**config.mk**
```make
export PLATFORM = sky130hd
export DESIGN_NAME = bcg_cfg_regs
export DESIGN_NICKNAME = d
export VERILOG_FILES = /design/src/bcg_pkg.sv /design/src/bcg_cfg_regs.sv
export SDC_FILE = /design/constraint.sdc
export NUM_CORES = 1
export LEC_CHECK = 0
export BUFFER_PORTS_ARGS = -buffer_cell sky130_fd_sc_hd__buf_2
export CAP_MARGIN = 20
export CELL_PAD_IN_SITES_DETAIL_PLACEMENT = 2
export CELL_PAD_IN_SITES_GLOBAL_PLACEMENT = 2
export CORE_ASPECT_RATIO = 1.5
export CORE_MARGIN = 1
export CORE_UTILIZATION = 30
export CTS_CLUSTER_SIZE = 12
export DETAILED_ROUTE_END_ITERATION = 8
export MAX_ROUTING_LAYER = met4
export PLACE_DENSITY_LB_ADDON = 0.1
export SLEW_MARGIN = 20
export SYNTH_ARGS = -nofsm -noshare
export SYNTH_HDL_FRONTEND = slang
export SYNTH_SLANG_ARGS = --single-unit
```
**constraint.sdc**
```tcl
create_clock -name sys_clk_i -period 2.25 [get_ports sys_clk_i]
set_clock_uncertainty 0.15 [all_clocks]
set_input_delay 0.45 -clock sys_clk_i [delete_from_list [all_inputs] [get_ports sys_clk_i]]
set_output_delay 0.45 -clock sys_clk_i [all_outputs]
set_load 0.02 [all_outputs]
```
**src/bcg_pkg.sv**
```systemverilog
// Package: offsets, field layout and reset values of the bridge configuration slice
package bcg_pkg;

  // ==========================================
  // Register offsets (byte addresses)
  localparam logic [11:0] OFF_IDENTITY  = 12'h000;
  localparam logic [11:0] OFF_COMMAND   = 12'h004;
  localparam logic [11:0] OFF_EXT_PIN   = 12'h300;
  localparam logic [11:0] OFF_EXTRA_IO  = 12'h304;
  localparam logic [11:0] OFF_TIMERS    = 12'h310;

  // ==========================================
  // Extended pin register fields
  localparam int EXT_CLR_LSB    = 0;
  localparam int EXT_SET_LSB    = 3;
  localparam int EXT_OE_CLR_LSB = 6;
  localparam int EXT_OE_SET_LSB = 9;
  localparam int EXT_IN_LSB     = 12;

  // ==========================================
  // Extra in/out register fields
  localparam int XTR_CLR_LSB    = 0;
  localparam int XTR_SET_LSB    = 4;
  localparam int XTR_OE_CLR_LSB = 8;
  localparam int XTR_OE_SET_LSB = 12;
  localparam int XTR_IN_LSB     = 16;

  // ==========================================
  // Timer register fields
  localparam int TMR_REPLAY_LSB  = 0;
  localparam int TMR_REPLAY_W    = 12;
  localparam int TMR_REPLAY_EN   = 12;
  localparam int TMR_ACK_LSB     = 16;
  localparam int TMR_ACK_W       = 14;
  localparam int TMR_ACK_EN      = 30;

  // ==========================================
  // Command register bits
  localparam int CMD_IO_EN   = 0;
  localparam int CMD_MEM_EN  = 1;
  localparam int CMD_MSTR_EN = 2;
  localparam int CMD_SPC_EN  = 3;
  localparam int CMD_MWI_EN  = 4;

  // ==========================================
  // Reset values
  localparam logic [31:0] RST_ZERO = 32'h0000_0000;

endpackage

```
**src/bcg_cfg_regs.sv**
```systemverilog
// Configuration register slice: pin control, link timers, identity and command bits
// Functional notes
// - Ones written to 0x300 bits 2:0 clear extended pin 6..4 outputs.
// - Ones written to 0x300 bits 5:3 set extended pin outputs.
// - Ones written to 0x300 bits 8:6 clear extended pin drive enables.
// - Ones written to 0x300 bits 11:9 set extended pin drive enables.
// - Ones written to 0x304 bits 3:0 clear extra outputs.
// - Ones written to 0x304 bits 7:4 set extra outputs.
// - Ones to 0x304 bits 11:8 clear extra drive enables; reset zero.
// - Ones to 0x304 bits 15:12 set extra drive enables.
// - 0x304 bits 19:16 read extra input pins; bits 31:20 zero.
// - 0x310 bits 29:16 hold writable ack latency value, reset zero.
// - 0x310 bit 30 ack latency enable reads zero, not writable.
// - Retained fields survive non-power resets; only power reset clears them.
// - Non-transparent mode header layout starts at offset 0x00.
// - 0x00 bits 15:0 return fixed maker code.
// - 0x00 bits 31:16 return fixed part code.
// - Command bit 0 resets zero; gates primary I/O response.
// - Command bit 1 resets zero; gates primary memory response.
// - Command bit 2 gates primary mastering and secondary response.
// - Reverse bridge with PCI-X primary may split-complete regardless of bit 2.
// - Command bit 3 reads zero; never a special cycle target.
// - Command bit 4 reads zero; no own invalidate writes, except forwarding.
`timescale 1ns/1ns

module bcg_cfg_regs
  import bcg_pkg::*;
#(
  parameter int          EXT_PINS     = 3,
  parameter int          EXTRA_PINS   = 4,
  // Arbitrary neutral identity and replay default values
  parameter logic [15:0] MAKER_CODE   = 16'h1234,
  parameter logic [15:0] PART_CODE    = 16'h5678,
  parameter logic [11:0] REPLAY_DFLT  = 12'h0ff
) (
  input  wire logic                  sys_clk_i,
  input  wire logic                  rst_i,
  input  wire logic                  pwr_rst_i,
  input  wire logic                  non_transparent_i,
  input  wire logic                  reverse_mode_i,
  input  wire logic                  prim_pcix_i,
  input  wire logic                  cfg_wr_i,
  input  wire logic                  cfg_rd_i,
  input  wire logic [11:0]           cfg_addr_i,
  input  wire logic [3:0]            cfg_be_i,
  input  wire logic [31:0]           cfg_wdata_i,
  output logic      [31:0]           cfg_rdata_o,
  output logic                       cfg_ack_o,
  input  wire logic [EXT_PINS-1:0]   ext_pin_i,
  output logic      [EXT_PINS-1:0]   ext_pin_o,
  output logic      [EXT_PINS-1:0]   ext_pin_oe_o,
  input  wire logic [EXTRA_PINS-1:0] extra_in_i,
  output logic      [EXTRA_PINS-1:0] extra_out_o,
  output logic      [EXTRA_PINS-1:0] extra_out_oe_o,
  output logic      [11:0]           replay_limit_o,
  output logic      [13:0]           ack_latency_o,
  output logic                       ack_latency_en_o,
  output logic                       prim_io_resp_en_o,
  output logic                       prim_mem_resp_en_o,
  output logic                       prim_master_en_o,
  output logic                       split_cpl_en_o,
  output logic                       special_cycle_en_o,
  output logic                       own_mwi_en_o
);

  // ==========================================
  // Integration notes
  // Request port: one read or write pulse a cycle, never both at once.
  // Every request is acknowledged one cycle later, mapped or not.
  // Read data stands for that one acknowledge cycle only, zero otherwise.
  // Unmapped offsets read zero and swallow writes without complaint.
  // Byte enables gate each lane, so clear/set bits need their lane enabled.
  // Same write clearing and setting one bit: the set half wins.
  // Pin and pin-enable state lives on the power reset alone.
  // Reason: board logic keeps its levels through a link-level reset.
  // Limitation: a power reset drops every pin to an undriven input.
  // Timers and command bits follow both resets.
  // Sampled pin levels pass one flop; no metastability guard here.
  // Inputs are taken as synchronous to the core clock.
  // Pin outputs lag the register by one cycle, through the output flops.
  // Trade-off: one cycle of latency for glitch-free pin drive.
  // Replay interval falls back to the default while its enable is clear.
  // Ack latency enable stays low, so the programmed value is advisory.
  // Split completion enable ignores the master bit in reverse PCI-X use.
  // Special cycle and own invalidate enables are tied low.
  // Header registers vanish from the map outside non-transparent mode.
  // Command writes need the low byte lane; other lanes hold no bits here.
  // Read-back of clear and set fields shows the current stored state.
  // Reserved bits always read zero.

  // ==========================================
  // Byte-lane qualified write data
  logic [31:0] wmask;
  logic [31:0] wd;
  logic        wr_ext;
  logic        wr_xtr;
  logic        wr_tmr;
  logic        wr_cmd;
  logic        sel_ext;
  logic        sel_xtr;
  logic        sel_tmr;
  logic        sel_id;
  logic        sel_cmd;

  // Address decode shared by write and read paths
  assign sel_ext = (cfg_addr_i == OFF_EXT_PIN);
  assign sel_xtr = (cfg_addr_i == OFF_EXTRA_IO);
  assign sel_tmr = (cfg_addr_i == OFF_TIMERS);
  assign sel_id  = non_transparent_i && (cfg_addr_i == OFF_IDENTITY);
  assign sel_cmd = non_transparent_i && (cfg_addr_i == OFF_COMMAND);

  assign wmask  = {{8{cfg_be_i[3]}}, {8{cfg_be_i[2]}}, {8{cfg_be_i[1]}}, {8{cfg_be_i[0]}}};
  assign wd     = cfg_wdata_i & wmask;
  assign wr_ext = cfg_wr_i && sel_ext;
  assign wr_xtr = cfg_wr_i && sel_xtr;
  assign wr_tmr = cfg_wr_i && sel_tmr;
  assign wr_cmd = cfg_wr_i && sel_cmd;

  // ==========================================
  // Extended pins; retained fields use power reset only
  logic [EXT_PINS-1:0] ext_out;
  logic [EXT_PINS-1:0] ext_oe;
  logic [EXT_PINS-1:0] ext_in;

  always_ff @(posedge sys_clk_i) begin
    if (pwr_rst_i) begin
      ext_out <= RST_ZERO[EXT_PINS-1:0];
      ext_oe  <= RST_ZERO[EXT_PINS-1:0];
    end else if (wr_ext) begin
      // clear then set, set wins on same write
      ext_out <= (ext_out & ~wd[EXT_CLR_LSB +: EXT_PINS]) | wd[EXT_SET_LSB +: EXT_PINS];
      ext_oe  <= (ext_oe & ~wd[EXT_OE_CLR_LSB +: EXT_PINS]) | wd[EXT_OE_SET_LSB +: EXT_PINS];
    end
  end

  always_ff @(posedge sys_clk_i) begin
    if (rst_i || pwr_rst_i) begin
      ext_in <= RST_ZERO[EXT_PINS-1:0];
    end else begin
      ext_in <= ext_pin_i;
    end
  end

  // ==========================================
  // Extra outputs and inputs
  logic [EXTRA_PINS-1:0] xtr_out;
  logic [EXTRA_PINS-1:0] xtr_oe;
  logic [EXTRA_PINS-1:0] xtr_in;

  always_ff @(posedge sys_clk_i) begin
    if (pwr_rst_i) begin
      xtr_out <= RST_ZERO[EXTRA_PINS-1:0];
      xtr_oe  <= RST_ZERO[EXTRA_PINS-1:0];
    end else if (wr_xtr) begin
      xtr_out <= (xtr_out & ~wd[XTR_CLR_LSB +: EXTRA_PINS]) | wd[XTR_SET_LSB +: EXTRA_PINS];
      xtr_oe  <= (xtr_oe & ~wd[XTR_OE_CLR_LSB +: EXTRA_PINS]) | wd[XTR_OE_SET_LSB +: EXTRA_PINS];
    end
  end

  always_ff @(posedge sys_clk_i) begin
    if (rst_i || pwr_rst_i) begin
      xtr_in <= RST_ZERO[EXTRA_PINS-1:0];
    end else begin
      xtr_in <= extra_in_i;
    end
  end

  // ==========================================
  // Link timers
  logic [11:0] replay_val;
  logic        replay_en;
  logic [13:0] ack_val;

  always_ff @(posedge sys_clk_i) begin
    if (rst_i || pwr_rst_i) begin
      replay_val <= RST_ZERO[11:0];
      replay_en  <= 1'b0;
      ack_val    <= RST_ZERO[13:0];
    end else if (wr_tmr) begin
      if (cfg_be_i[0]) begin
        replay_val[7:0] <= cfg_wdata_i[7:0];
      end
      if (cfg_be_i[1]) begin
        replay_val[11:8] <= cfg_wdata_i[11:8];
        replay_en        <= cfg_wdata_i[TMR_REPLAY_EN];
      end
      if (cfg_be_i[2]) begin
        ack_val[7:0] <= cfg_wdata_i[23:16];
      end
      if (cfg_be_i[3]) begin
        ack_val[13:8] <= cfg_wdata_i[29:24];
      end
    end
  end

  always_ff @(posedge sys_clk_i) begin
    if (rst_i || pwr_rst_i) begin
      replay_limit_o <= REPLAY_DFLT;
    end else begin
      replay_limit_o <= replay_en ? replay_val : REPLAY_DFLT;
    end
  end

  always_ff @(posedge sys_clk_i) begin
    if (rst_i || pwr_rst_i) begin
      ack_latency_o    <= RST_ZERO[13:0];
      ack_latency_en_o <= 1'b0;
    end else begin
      ack_latency_o    <= ack_val;
      ack_latency_en_o <= 1'b0;
    end
  end

  // ==========================================
  // Command bits
  logic cmd_io;
  logic cmd_mem;
  logic cmd_mstr;

  always_ff @(posedge sys_clk_i) begin
    if (rst_i || pwr_rst_i) begin
      cmd_io   <= 1'b0;
      cmd_mem  <= 1'b0;
      cmd_mstr <= 1'b0;
    end else if (wr_cmd && cfg_be_i[0]) begin
      cmd_io   <= cfg_wdata_i[CMD_IO_EN];
      cmd_mem  <= cfg_wdata_i[CMD_MEM_EN];
      cmd_mstr <= cfg_wdata_i[CMD_MSTR_EN];
    end
  end

  always_ff @(posedge sys_clk_i) begin
    if (rst_i || pwr_rst_i) begin
      prim_io_resp_en_o  <= 1'b0;
      prim_mem_resp_en_o <= 1'b0;
      prim_master_en_o   <= 1'b0;
      split_cpl_en_o     <= 1'b0;
      special_cycle_en_o <= 1'b0;
      own_mwi_en_o       <= 1'b0;
    end else begin
      prim_io_resp_en_o  <= cmd_io;
      prim_mem_resp_en_o <= cmd_mem;
      prim_master_en_o   <= cmd_mstr;
      split_cpl_en_o     <= cmd_mstr || (reverse_mode_i && prim_pcix_i);
      special_cycle_en_o <= 1'b0;
      own_mwi_en_o       <= 1'b0;
    end
  end

  // ==========================================
  // Pin outputs
  // Extended pins: registered drive, held through non-power reset
  always_ff @(posedge sys_clk_i) begin
    if (pwr_rst_i) begin
      ext_pin_o    <= RST_ZERO[EXT_PINS-1:0];
      ext_pin_oe_o <= RST_ZERO[EXT_PINS-1:0];
    end else begin
      ext_pin_o    <= ext_out;
      ext_pin_oe_o <= ext_oe;
    end
  end

  // Extra outputs: same retention as the extended pins
  always_ff @(posedge sys_clk_i) begin
    if (pwr_rst_i) begin
      extra_out_o    <= RST_ZERO[EXTRA_PINS-1:0];
      extra_out_oe_o <= RST_ZERO[EXTRA_PINS-1:0];
    end else begin
      extra_out_o    <= xtr_out;
      extra_out_oe_o <= xtr_oe;
    end
  end

  // ==========================================
  // Read path; clear/set fields read back current state
  logic [31:0] rd_val;

  always_comb begin
    rd_val = RST_ZERO;
    if (sel_ext) begin
      rd_val[EXT_CLR_LSB +: EXT_PINS]    = ext_out;
      rd_val[EXT_SET_LSB +: EXT_PINS]    = ext_out;
      rd_val[EXT_OE_CLR_LSB +: EXT_PINS] = ext_oe;
      rd_val[EXT_OE_SET_LSB +: EXT_PINS] = ext_oe;
      rd_val[EXT_IN_LSB +: EXT_PINS]     = ext_in;
    end else if (sel_xtr) begin
      rd_val[XTR_CLR_LSB +: EXTRA_PINS]    = xtr_out;
      rd_val[XTR_SET_LSB +: EXTRA_PINS]    = xtr_out;
      rd_val[XTR_OE_CLR_LSB +: EXTRA_PINS] = xtr_oe;
      rd_val[XTR_OE_SET_LSB +: EXTRA_PINS] = xtr_oe;
      rd_val[XTR_IN_LSB +: EXTRA_PINS]     = xtr_in;
    end else if (sel_tmr) begin
      rd_val[TMR_REPLAY_LSB +: TMR_REPLAY_W] = replay_val;
      rd_val[TMR_REPLAY_EN]                  = replay_en;
      rd_val[TMR_ACK_LSB +: TMR_ACK_W]       = ack_val;
    end else if (sel_id) begin
      rd_val = {PART_CODE, MAKER_CODE};
    end else if (sel_cmd) begin
      rd_val[CMD_IO_EN]   = cmd_io;
      rd_val[CMD_MEM_EN]  = cmd_mem;
      rd_val[CMD_MSTR_EN] = cmd_mstr;
    end
  end

  // Read data only during the acknowledge cycle, zero otherwise
  always_ff @(posedge sys_clk_i) begin
    if (rst_i || pwr_rst_i) begin
      cfg_rdata_o <= RST_ZERO;
    end else begin
      cfg_rdata_o <= cfg_rd_i ? rd_val : RST_ZERO;
    end
  end

  // Every request acknowledged, even unmapped ones, so software never hangs
  always_ff @(posedge sys_clk_i) begin
    if (rst_i || pwr_rst_i) begin
      cfg_ack_o <= 1'b0;
    end else begin
      cfg_ack_o <= cfg_rd_i || cfg_wr_i;
    end
  end

endmodule

```
==> results.txt, run 1 <==
Port Buffers: 136
R2R setup slack: 0.82 ns
DP HPWL: 10900 µm
Final max-slew violation count: 0
Type of destination of the critical path: flip-flop
Placement row count: 54
RSZ-0062 raised after global routing: false
Top cell type's share of synthesized area: 56.2%
Die W: 102 µm
CTS tree: done
Die Area: 15600 µm²
DR WL/cell: 17.5 µm
Num CTS Buffers: 17
Yosys cell types: 45
Worst hold slack: 0.0892 ns
Total GRT Usage: 20.5%
Pwr per Cell Area: 840 nW/µm²
Clock tree sinks: 127
Hold EP: ext_in[2]
Starting DRT DRC Count: 115
Pin count of the biggest net entering global routing: 36
Drt pass-1 iters: 4
Lkg Pwr: 0.00285 µW
Gate Count Post-Synth: 455
Final net count: 676
Crit path max-delay cell type: nor4_2
Max-cap violations: 0
Antenna viol nets, final: 0
Setup Viol. Count Final: 0
Routed WL: 14400 µm
Final Non-Filler Cells: 822
Worst EP required: 2.42 ns
Area Overhead vs Synth: 35.8%
H-tree depth: 4
Postcts setup bufs: 0
Worst vdd ir: 415 µV
Seq/Total Area, Yosys: 56.2%
Vias: 3869
Seq cells post-synth: 127
Area leader, netlist: dfxtp_1
Hold crit path type: input pin to flip-flop
CTS root buf: clkbuf_16
Fmax: 552 MHz
Via-per-instance ratio: 4.71
Clock buffer depth: 2
Antenna Cells: 0
Count leader, synth: dfxtp_1
Initial Util: 30.9%
Final hold vios: 0
Worst path cell trace: buf_2, nor4_2, buf_4, nand4_1, nor3_1, buf_4, o2bb2ai_1
Cell Area, Synth: 4530 µm²
Placed cells: 790
Die Height: 152 µm
Warnings from Yosys: 0
Hold_buf cts: 0
Post-synth EDFFs: 0
Most frequent CP cell: buf_4
Max incr delay on CP: 0.31 ns
DRC Markers: 0
Hold depth: 2
Hold Crit Start: ext_pin_i[2]
Top Ports: 143
Main synth FF type: dfxtp_1
Post-synth ARST share: 0%
Critical Path AT: 1.98 ns
Status: completed
Share of cells above drive strength 1: 33.1%
Initial antenna violation count: 0
R2R depth: 2
Skew-Pair Late Insertion Delay: 0.41 ns
Worst Path Max Fanout: 13
Post-cts resize count: 0
Clock slew at reported path FFs: 0.05 ns
Setup crit start kind: input pin
Number of global-route vias before repair: 4374
Tmin final: 1.81 ns
Tcrit/Tclk final: 80.6%
Commonest cells in the netlist: dfxtp_1, nand2_1, mux2i_1, nor2_1, inv_1
Synth Area per Inst: 9.95 µm²
Final core utilization: 41.9%
Global route overflow: 0
Area contributors post-synth: dfxtp_1, mux2i_1, nand2_1, a21oi_1, nor2_1
Core box area: 14700 µm²
First-pass GRT wire length: 23000 µm
Worst reg2reg endpoint: replay_limit_o[0]
Fill cells: 1598
Gp weighted congestion: 0.777
Crit path kind: input pin to flip-flop
R2r startpoint: replay_en
[worst max-delay path: cells and delay by family]
family | cells | cell delay, ns
AO/OA/AOI/OAI | 1 | 0.14
buffers and inverters | 3 | 0.54
AND/OR/NAND/NOR | 3 | 0.84
[layout by cell type (no fill, tap or decap), types with 6 or more instances in the layout]
cell and n:
a21oi_1 25, and3_1 6, nand3_1 7, o21ai_0 15, clkbuf_16 17, buf_2 136
o2bb2ai_1 8, mux2i_1 33, nor2b_1 19, and2_1 14, inv_1 26, nand2_1 46
nand4_1 8, buf_4 27, or3_1 6, dfxtp_1 127, a21o_1 6, nor2_1 32
[stage by stage]
stage	area, µm²	total power (µW)	setup TNS (ns)	setup WS, ns
global placement	5560	2500	0	0.0281
finish	6150	5160	0	0.437
detailed placement	5560	2510	-0.00149	-0.00149
floorplan	4540	2400	0	0.266
global route	6150	5340	0	0.361
CTS	6150	5230	0	0.448
[routing by layer]
| layer | track usage, % | share of wire (%) |
|---|---|---|
| met5 | - | 0 |
| met4 | 9.86 | 3.1 |
| met1 | 21.3 | 39 |
| met3 | 4.08 | 4.2 |
| met2 | 35.9 | 54 |
[flip-flops by register name, summed over array words and instances, names as in the netlist, 4 cells and up]
| register | flops |
|---|---|
| extra_out_oe_o | 4 |
| replay_val | 12 |
| xtr_out | 4 |
| xtr_oe | 4 |
| ack_val | 14 |
| xtr_in | 4 |
| extra_out_o | 4 |
| cfg_rdata_o | 31 |
| replay_limit_o | 12 |
| ack_latency_o | 14 |
[power breakdown]
group          internal [µW]  switching [µW]  total [µW]
combinational           78.2             124         202
sequential              2260            1.59        2260
clock                   1710             993        2700
total                   4040            1120        5160
[worst max-delay path by stage]
stage / startpoint / end / slack [ns]
floorplan: cfg_addr_i[1] / replay_val[10] / 0.27
global placement: cfg_addr_i[1] / cfg_rdata_o[1] / 0.03
detailed placement: cfg_addr_i[1] / cfg_rdata_o[0] / -0.001
CTS: cfg_addr_i[1] / cfg_rdata_o[0] / 0.45
global route: cfg_addr_i[1] / cfg_rdata_o[0] / 0.36
finish: cfg_addr_i[1] / cfg_rdata_o[0] / 0.44
[cell families (layout without fill, tap and decap cells)]
group / count (synthesis) / count (layout) / share of synthesized area [%]
flops: 127 / 127 / 56.2
buf+inv: 54 / 222 / 5.11
mux: 33 / 33 / 7.30
simple gates: 169 / 169 / 21.2
compound gates: 71 / 71 / 10.1
other cells: 1 / 4 / 0.0828
[final cells by class]
class | instances | area, µm² | share of cell area, %
Tap cell | 196 | 245 | 3.99
Inverter | 26 | 97.6 | 1.59
Clock inverter | 10 | 111 | 1.81
Timing Repair Buffer | 164 | 903 | 14.7
Clock buffer | 22 | 474 | 7.72
Multi-Input combinational cell | 277 | 1770 | 28.8
Sequential cell | 127 | 2540 | 41.4
No activity file was read; power rests on OpenSTA's default activity.
==> run 2: changes to the inputs <==
- ABC_AREA: not set -> 1
- CORE_UTILIZATION: 30 -> 25
- clock period: 2.25 -> 1.5 ns (I/O delays scaled with it)
==> run 2 against run 1 <==
Net effect:
- combinational power increased by 91%
- clock power is 51% higher
- cell count is 33% higher
- critical endpoint is now replay_val[7]
- design area grew 14%
==> results.txt, run 2 <==
Total GRT Usage: 20.2% (-0.29 points)
Clock buffer depth: 2 (unchanged)
Met3 usage: 4.21% (+0.13 points)
Yosys cell types: 30 (-33%)
Initial antenna violation count: 0 (unchanged)
Tmin final: 1.41 ns
Commonest non-fill, non-tap cell in the layout: buf_2
Vias: 4710 (+22%)
Clock power frac: 51.9% (-0.5 points)
Pwr per Cell Area: 1120 nW/µm² (+34%)
Gate Count Post-Synth: 601 (+32%)
Initial Util: 25.9% (-5.0 points)
Die Height: 170 µm (+11%)
Final Non-Filler Cells: 1094 (+33%)
Crit path kind: input pin to flip-flop
Seq/Total Area, Yosys: 54.3% (-1.8 points)
Port Buffers: 136 (unchanged)
Area Overhead vs Synth: 49.5%
Gp weighted congestion: 0.846 (+8.9%)
GR Util met1: 19.6% (-1.7 points)
Post-synth ARST share: 0% (unchanged)
Internal power: 6100 µW (+51%)
Max-cap violations: 0 (unchanged)
Tcrit/Tclk final: 94.2%
Sequential Power Share: 43.2% (-0.5 points)
Top cell type's share of synthesized area: 54.3% (-1.8 points)
Starting DRT DRC Count: 110 (-4.3%)
Status: completed
Warnings from Yosys: 0 (unchanged)
Drt pass-1 iters: 4 (unchanged)
Routed WL: 18000 µm (+25%)
Global route overflow: 0 (unchanged)
Seq cells post-synth: 127 (unchanged)
Setup Viol. Count Final: 0 (unchanged)
Area leader, netlist: dfxtp_1
Worst Path Max Fanout: 8 (-5)
Clock slew at reported path FFs: 0.06 ns (about the same)
Share of cells above drive strength 1: 32.0% (-1.0 points)
Setup crit start kind: input pin
Count leader, synth: nand2_1
Power Total: 7850 µW (+52%)
P_sw: 1750 µW (+57%)
Number of global-route vias before repair: 5394 (+23%)
Core box area: 18100 µm² (+23%)
Lkg Pwr: 0.00342 µW (+20%)
Logic pwr share: 4.9% (+1.0 points)
Final net count: 896 (+33%)
Largest regs: cfg_rdata_o: 31 flops, ack_latency_o: 14 flops, ack_val: 14 flops
DP HPWL: 13700 µm (+26%)
Die W: 114 µm (+11%)
Busiest grt layer: met2
CTS tree: done
Via-per-instance ratio: 4.31 (-8.5%)
Antenna Cells: 0 (unchanged)
Worst EP required: 1.70 ns (-0.72 ns)
Placement row count: 60 (+11%)
Clock tree sinks: 127 (unchanged)
CTS root buf: clkbuf_16
Max reg flops: 31 (unchanged)
Post-synth EDFFs: 0 (unchanged)
DR WL/cell: 16.5 µm (-5.9%)
Worst vdd ir: 510 µV (+23%)
First-pass GRT wire length: 28200 µm (+22%)
Final hold vios: 0 (unchanged)
Num CTS Buffers: 17 (unchanged)
Fmax: 708 MHz
Commonest cells after routing, fill and taps aside: buf_2, nand2_1, dfxtp_1
Placed cells: 1028 (+30%)
Critical Path AT: 1.61 ns (-0.37 ns)
Met2 Use GR: 38.3% (+2.4 points)
Final max-slew violation count: 0 (unchanged)
Top Ports: 143 (unchanged)
Reg with most FFs: cfg_rdata_o
Skew-Pair Late Insertion Delay: 0.42 ns (about the same)
Type of destination of the critical path: flip-flop
DRC Markers: 0 (unchanged)
Net Sw Frac: 22.3% (+0.65 points)
H-tree depth: 4 (unchanged)
Area contributors post-synth: dfxtp_1, nand2_1, nor2_1, inv_1, nand3_1
Cell Area, Synth: 4680 µm² (+3.3%)
Hold crit path type: input pin to flip-flop
Pin count of the biggest net entering global routing: 33 (-8.3%)
Commonest cells in the netlist: nand2_1, dfxtp_1, nor2_1
Main synth FF type: dfxtp_1
Antenna viol nets, final: 0 (unchanged)
Synth Area per Inst: 7.78 µm² (-22%)
Die Area: 19300 µm² (+24%)
[run 2: stage by stage]
stage / hold WS [ns] / util, % / setup TNS (ns) / worst slack (ns) / area (µm²)
6_report: 0.0350 / 38.7 / 0 / 0.0870 / 6990
5_1_grt: 0.0369 / 38.7 / -0.0409 / -0.0198 / 6990
4_1_cts: 0.0183 / 38.2 / 0 / 0.0336 / 6910
3_5_place_dp: 0.292 / 33.3 / -27.29 / -0.448 / 6030
3_3_place_gp: 0.283 / 33.3 / -21.18 / -0.371 / 6030
2_1_floorplan: 0.262 / - / 0 / 0.00140 / 4700
[run 2: power by group through the flow]
stage               registers, µW  clock network [µW]  logic, µW
floorplan                    3460                   0        140
global placement             3460                   0        317
detailed placement           3460                   0        327
CTS                          3390                4180        385
global route                 3380                4310        424
finish                       3390                4070        386
[run 2: metal layers]
layer  vias to the layer above  part of all wire, %
met3                        29                  3.6
met1                      2279                   38
met5                         -                    0
met2                       104                   56
li1                       2298                    -
met4                         0                  2.4
[run 2: worst paths after layout]
path	start	end	slack, ns	cells past startpoint
worst max-delay path	cfg_addr_i[10]	replay_val[7]	0.09	10
worst max register to register	replay_en	replay_limit_o[2]	0.20	4
worst min register to register	xtr_oe[3]	extra_out_oe_o[3]	0.30	2
worst min-delay path	cfg_wdata_i[9]	replay_val[9]	0.04	3
[run 2: kinds of logic after synthesis]
family	count (synthesis)	synth area share, %
other	1	0.0802
AO/OA/AOI/OAI	60	6.58
buffers and inverters	97	8.99
AND/OR/NAND/NOR	316	30.0
flip-flops	127	54.3
[run 2: layout make-up]
cell class | count | area, µm²
Tap cell | 248 | 310
Fill cell | 2095 | 11100
Sequential cell | 127 | 2540
Clock buffer | 24 | 472
Timing Repair Buffer | 232 | 1500
Clock inverter | 8 | 106
Multi-Input combinational cell | 380 | 1780
Inverter | 75 | 282
[run 2: worst max-delay path, stage by stage]
cell and delay, ns:
buf_2 0.10, inv_1 0.05, nand2_1 0.09, nor2_4 0.21, nand2_4 0.10, nor2_8 0.24, buf_12 0.15, buf_4 0.14
nand4_1 0.10, a21oi_1 0.13
[run 2: repair_timing]
action,in CTS,in global routing
endpoints found under the hold margin,26,0
pin swaps,1,4
endpoints found under the setup margin,7,48
gates resized for setup,1,12
gates cloned,0,0
hold buffers,27,0
setup buffers,3,4
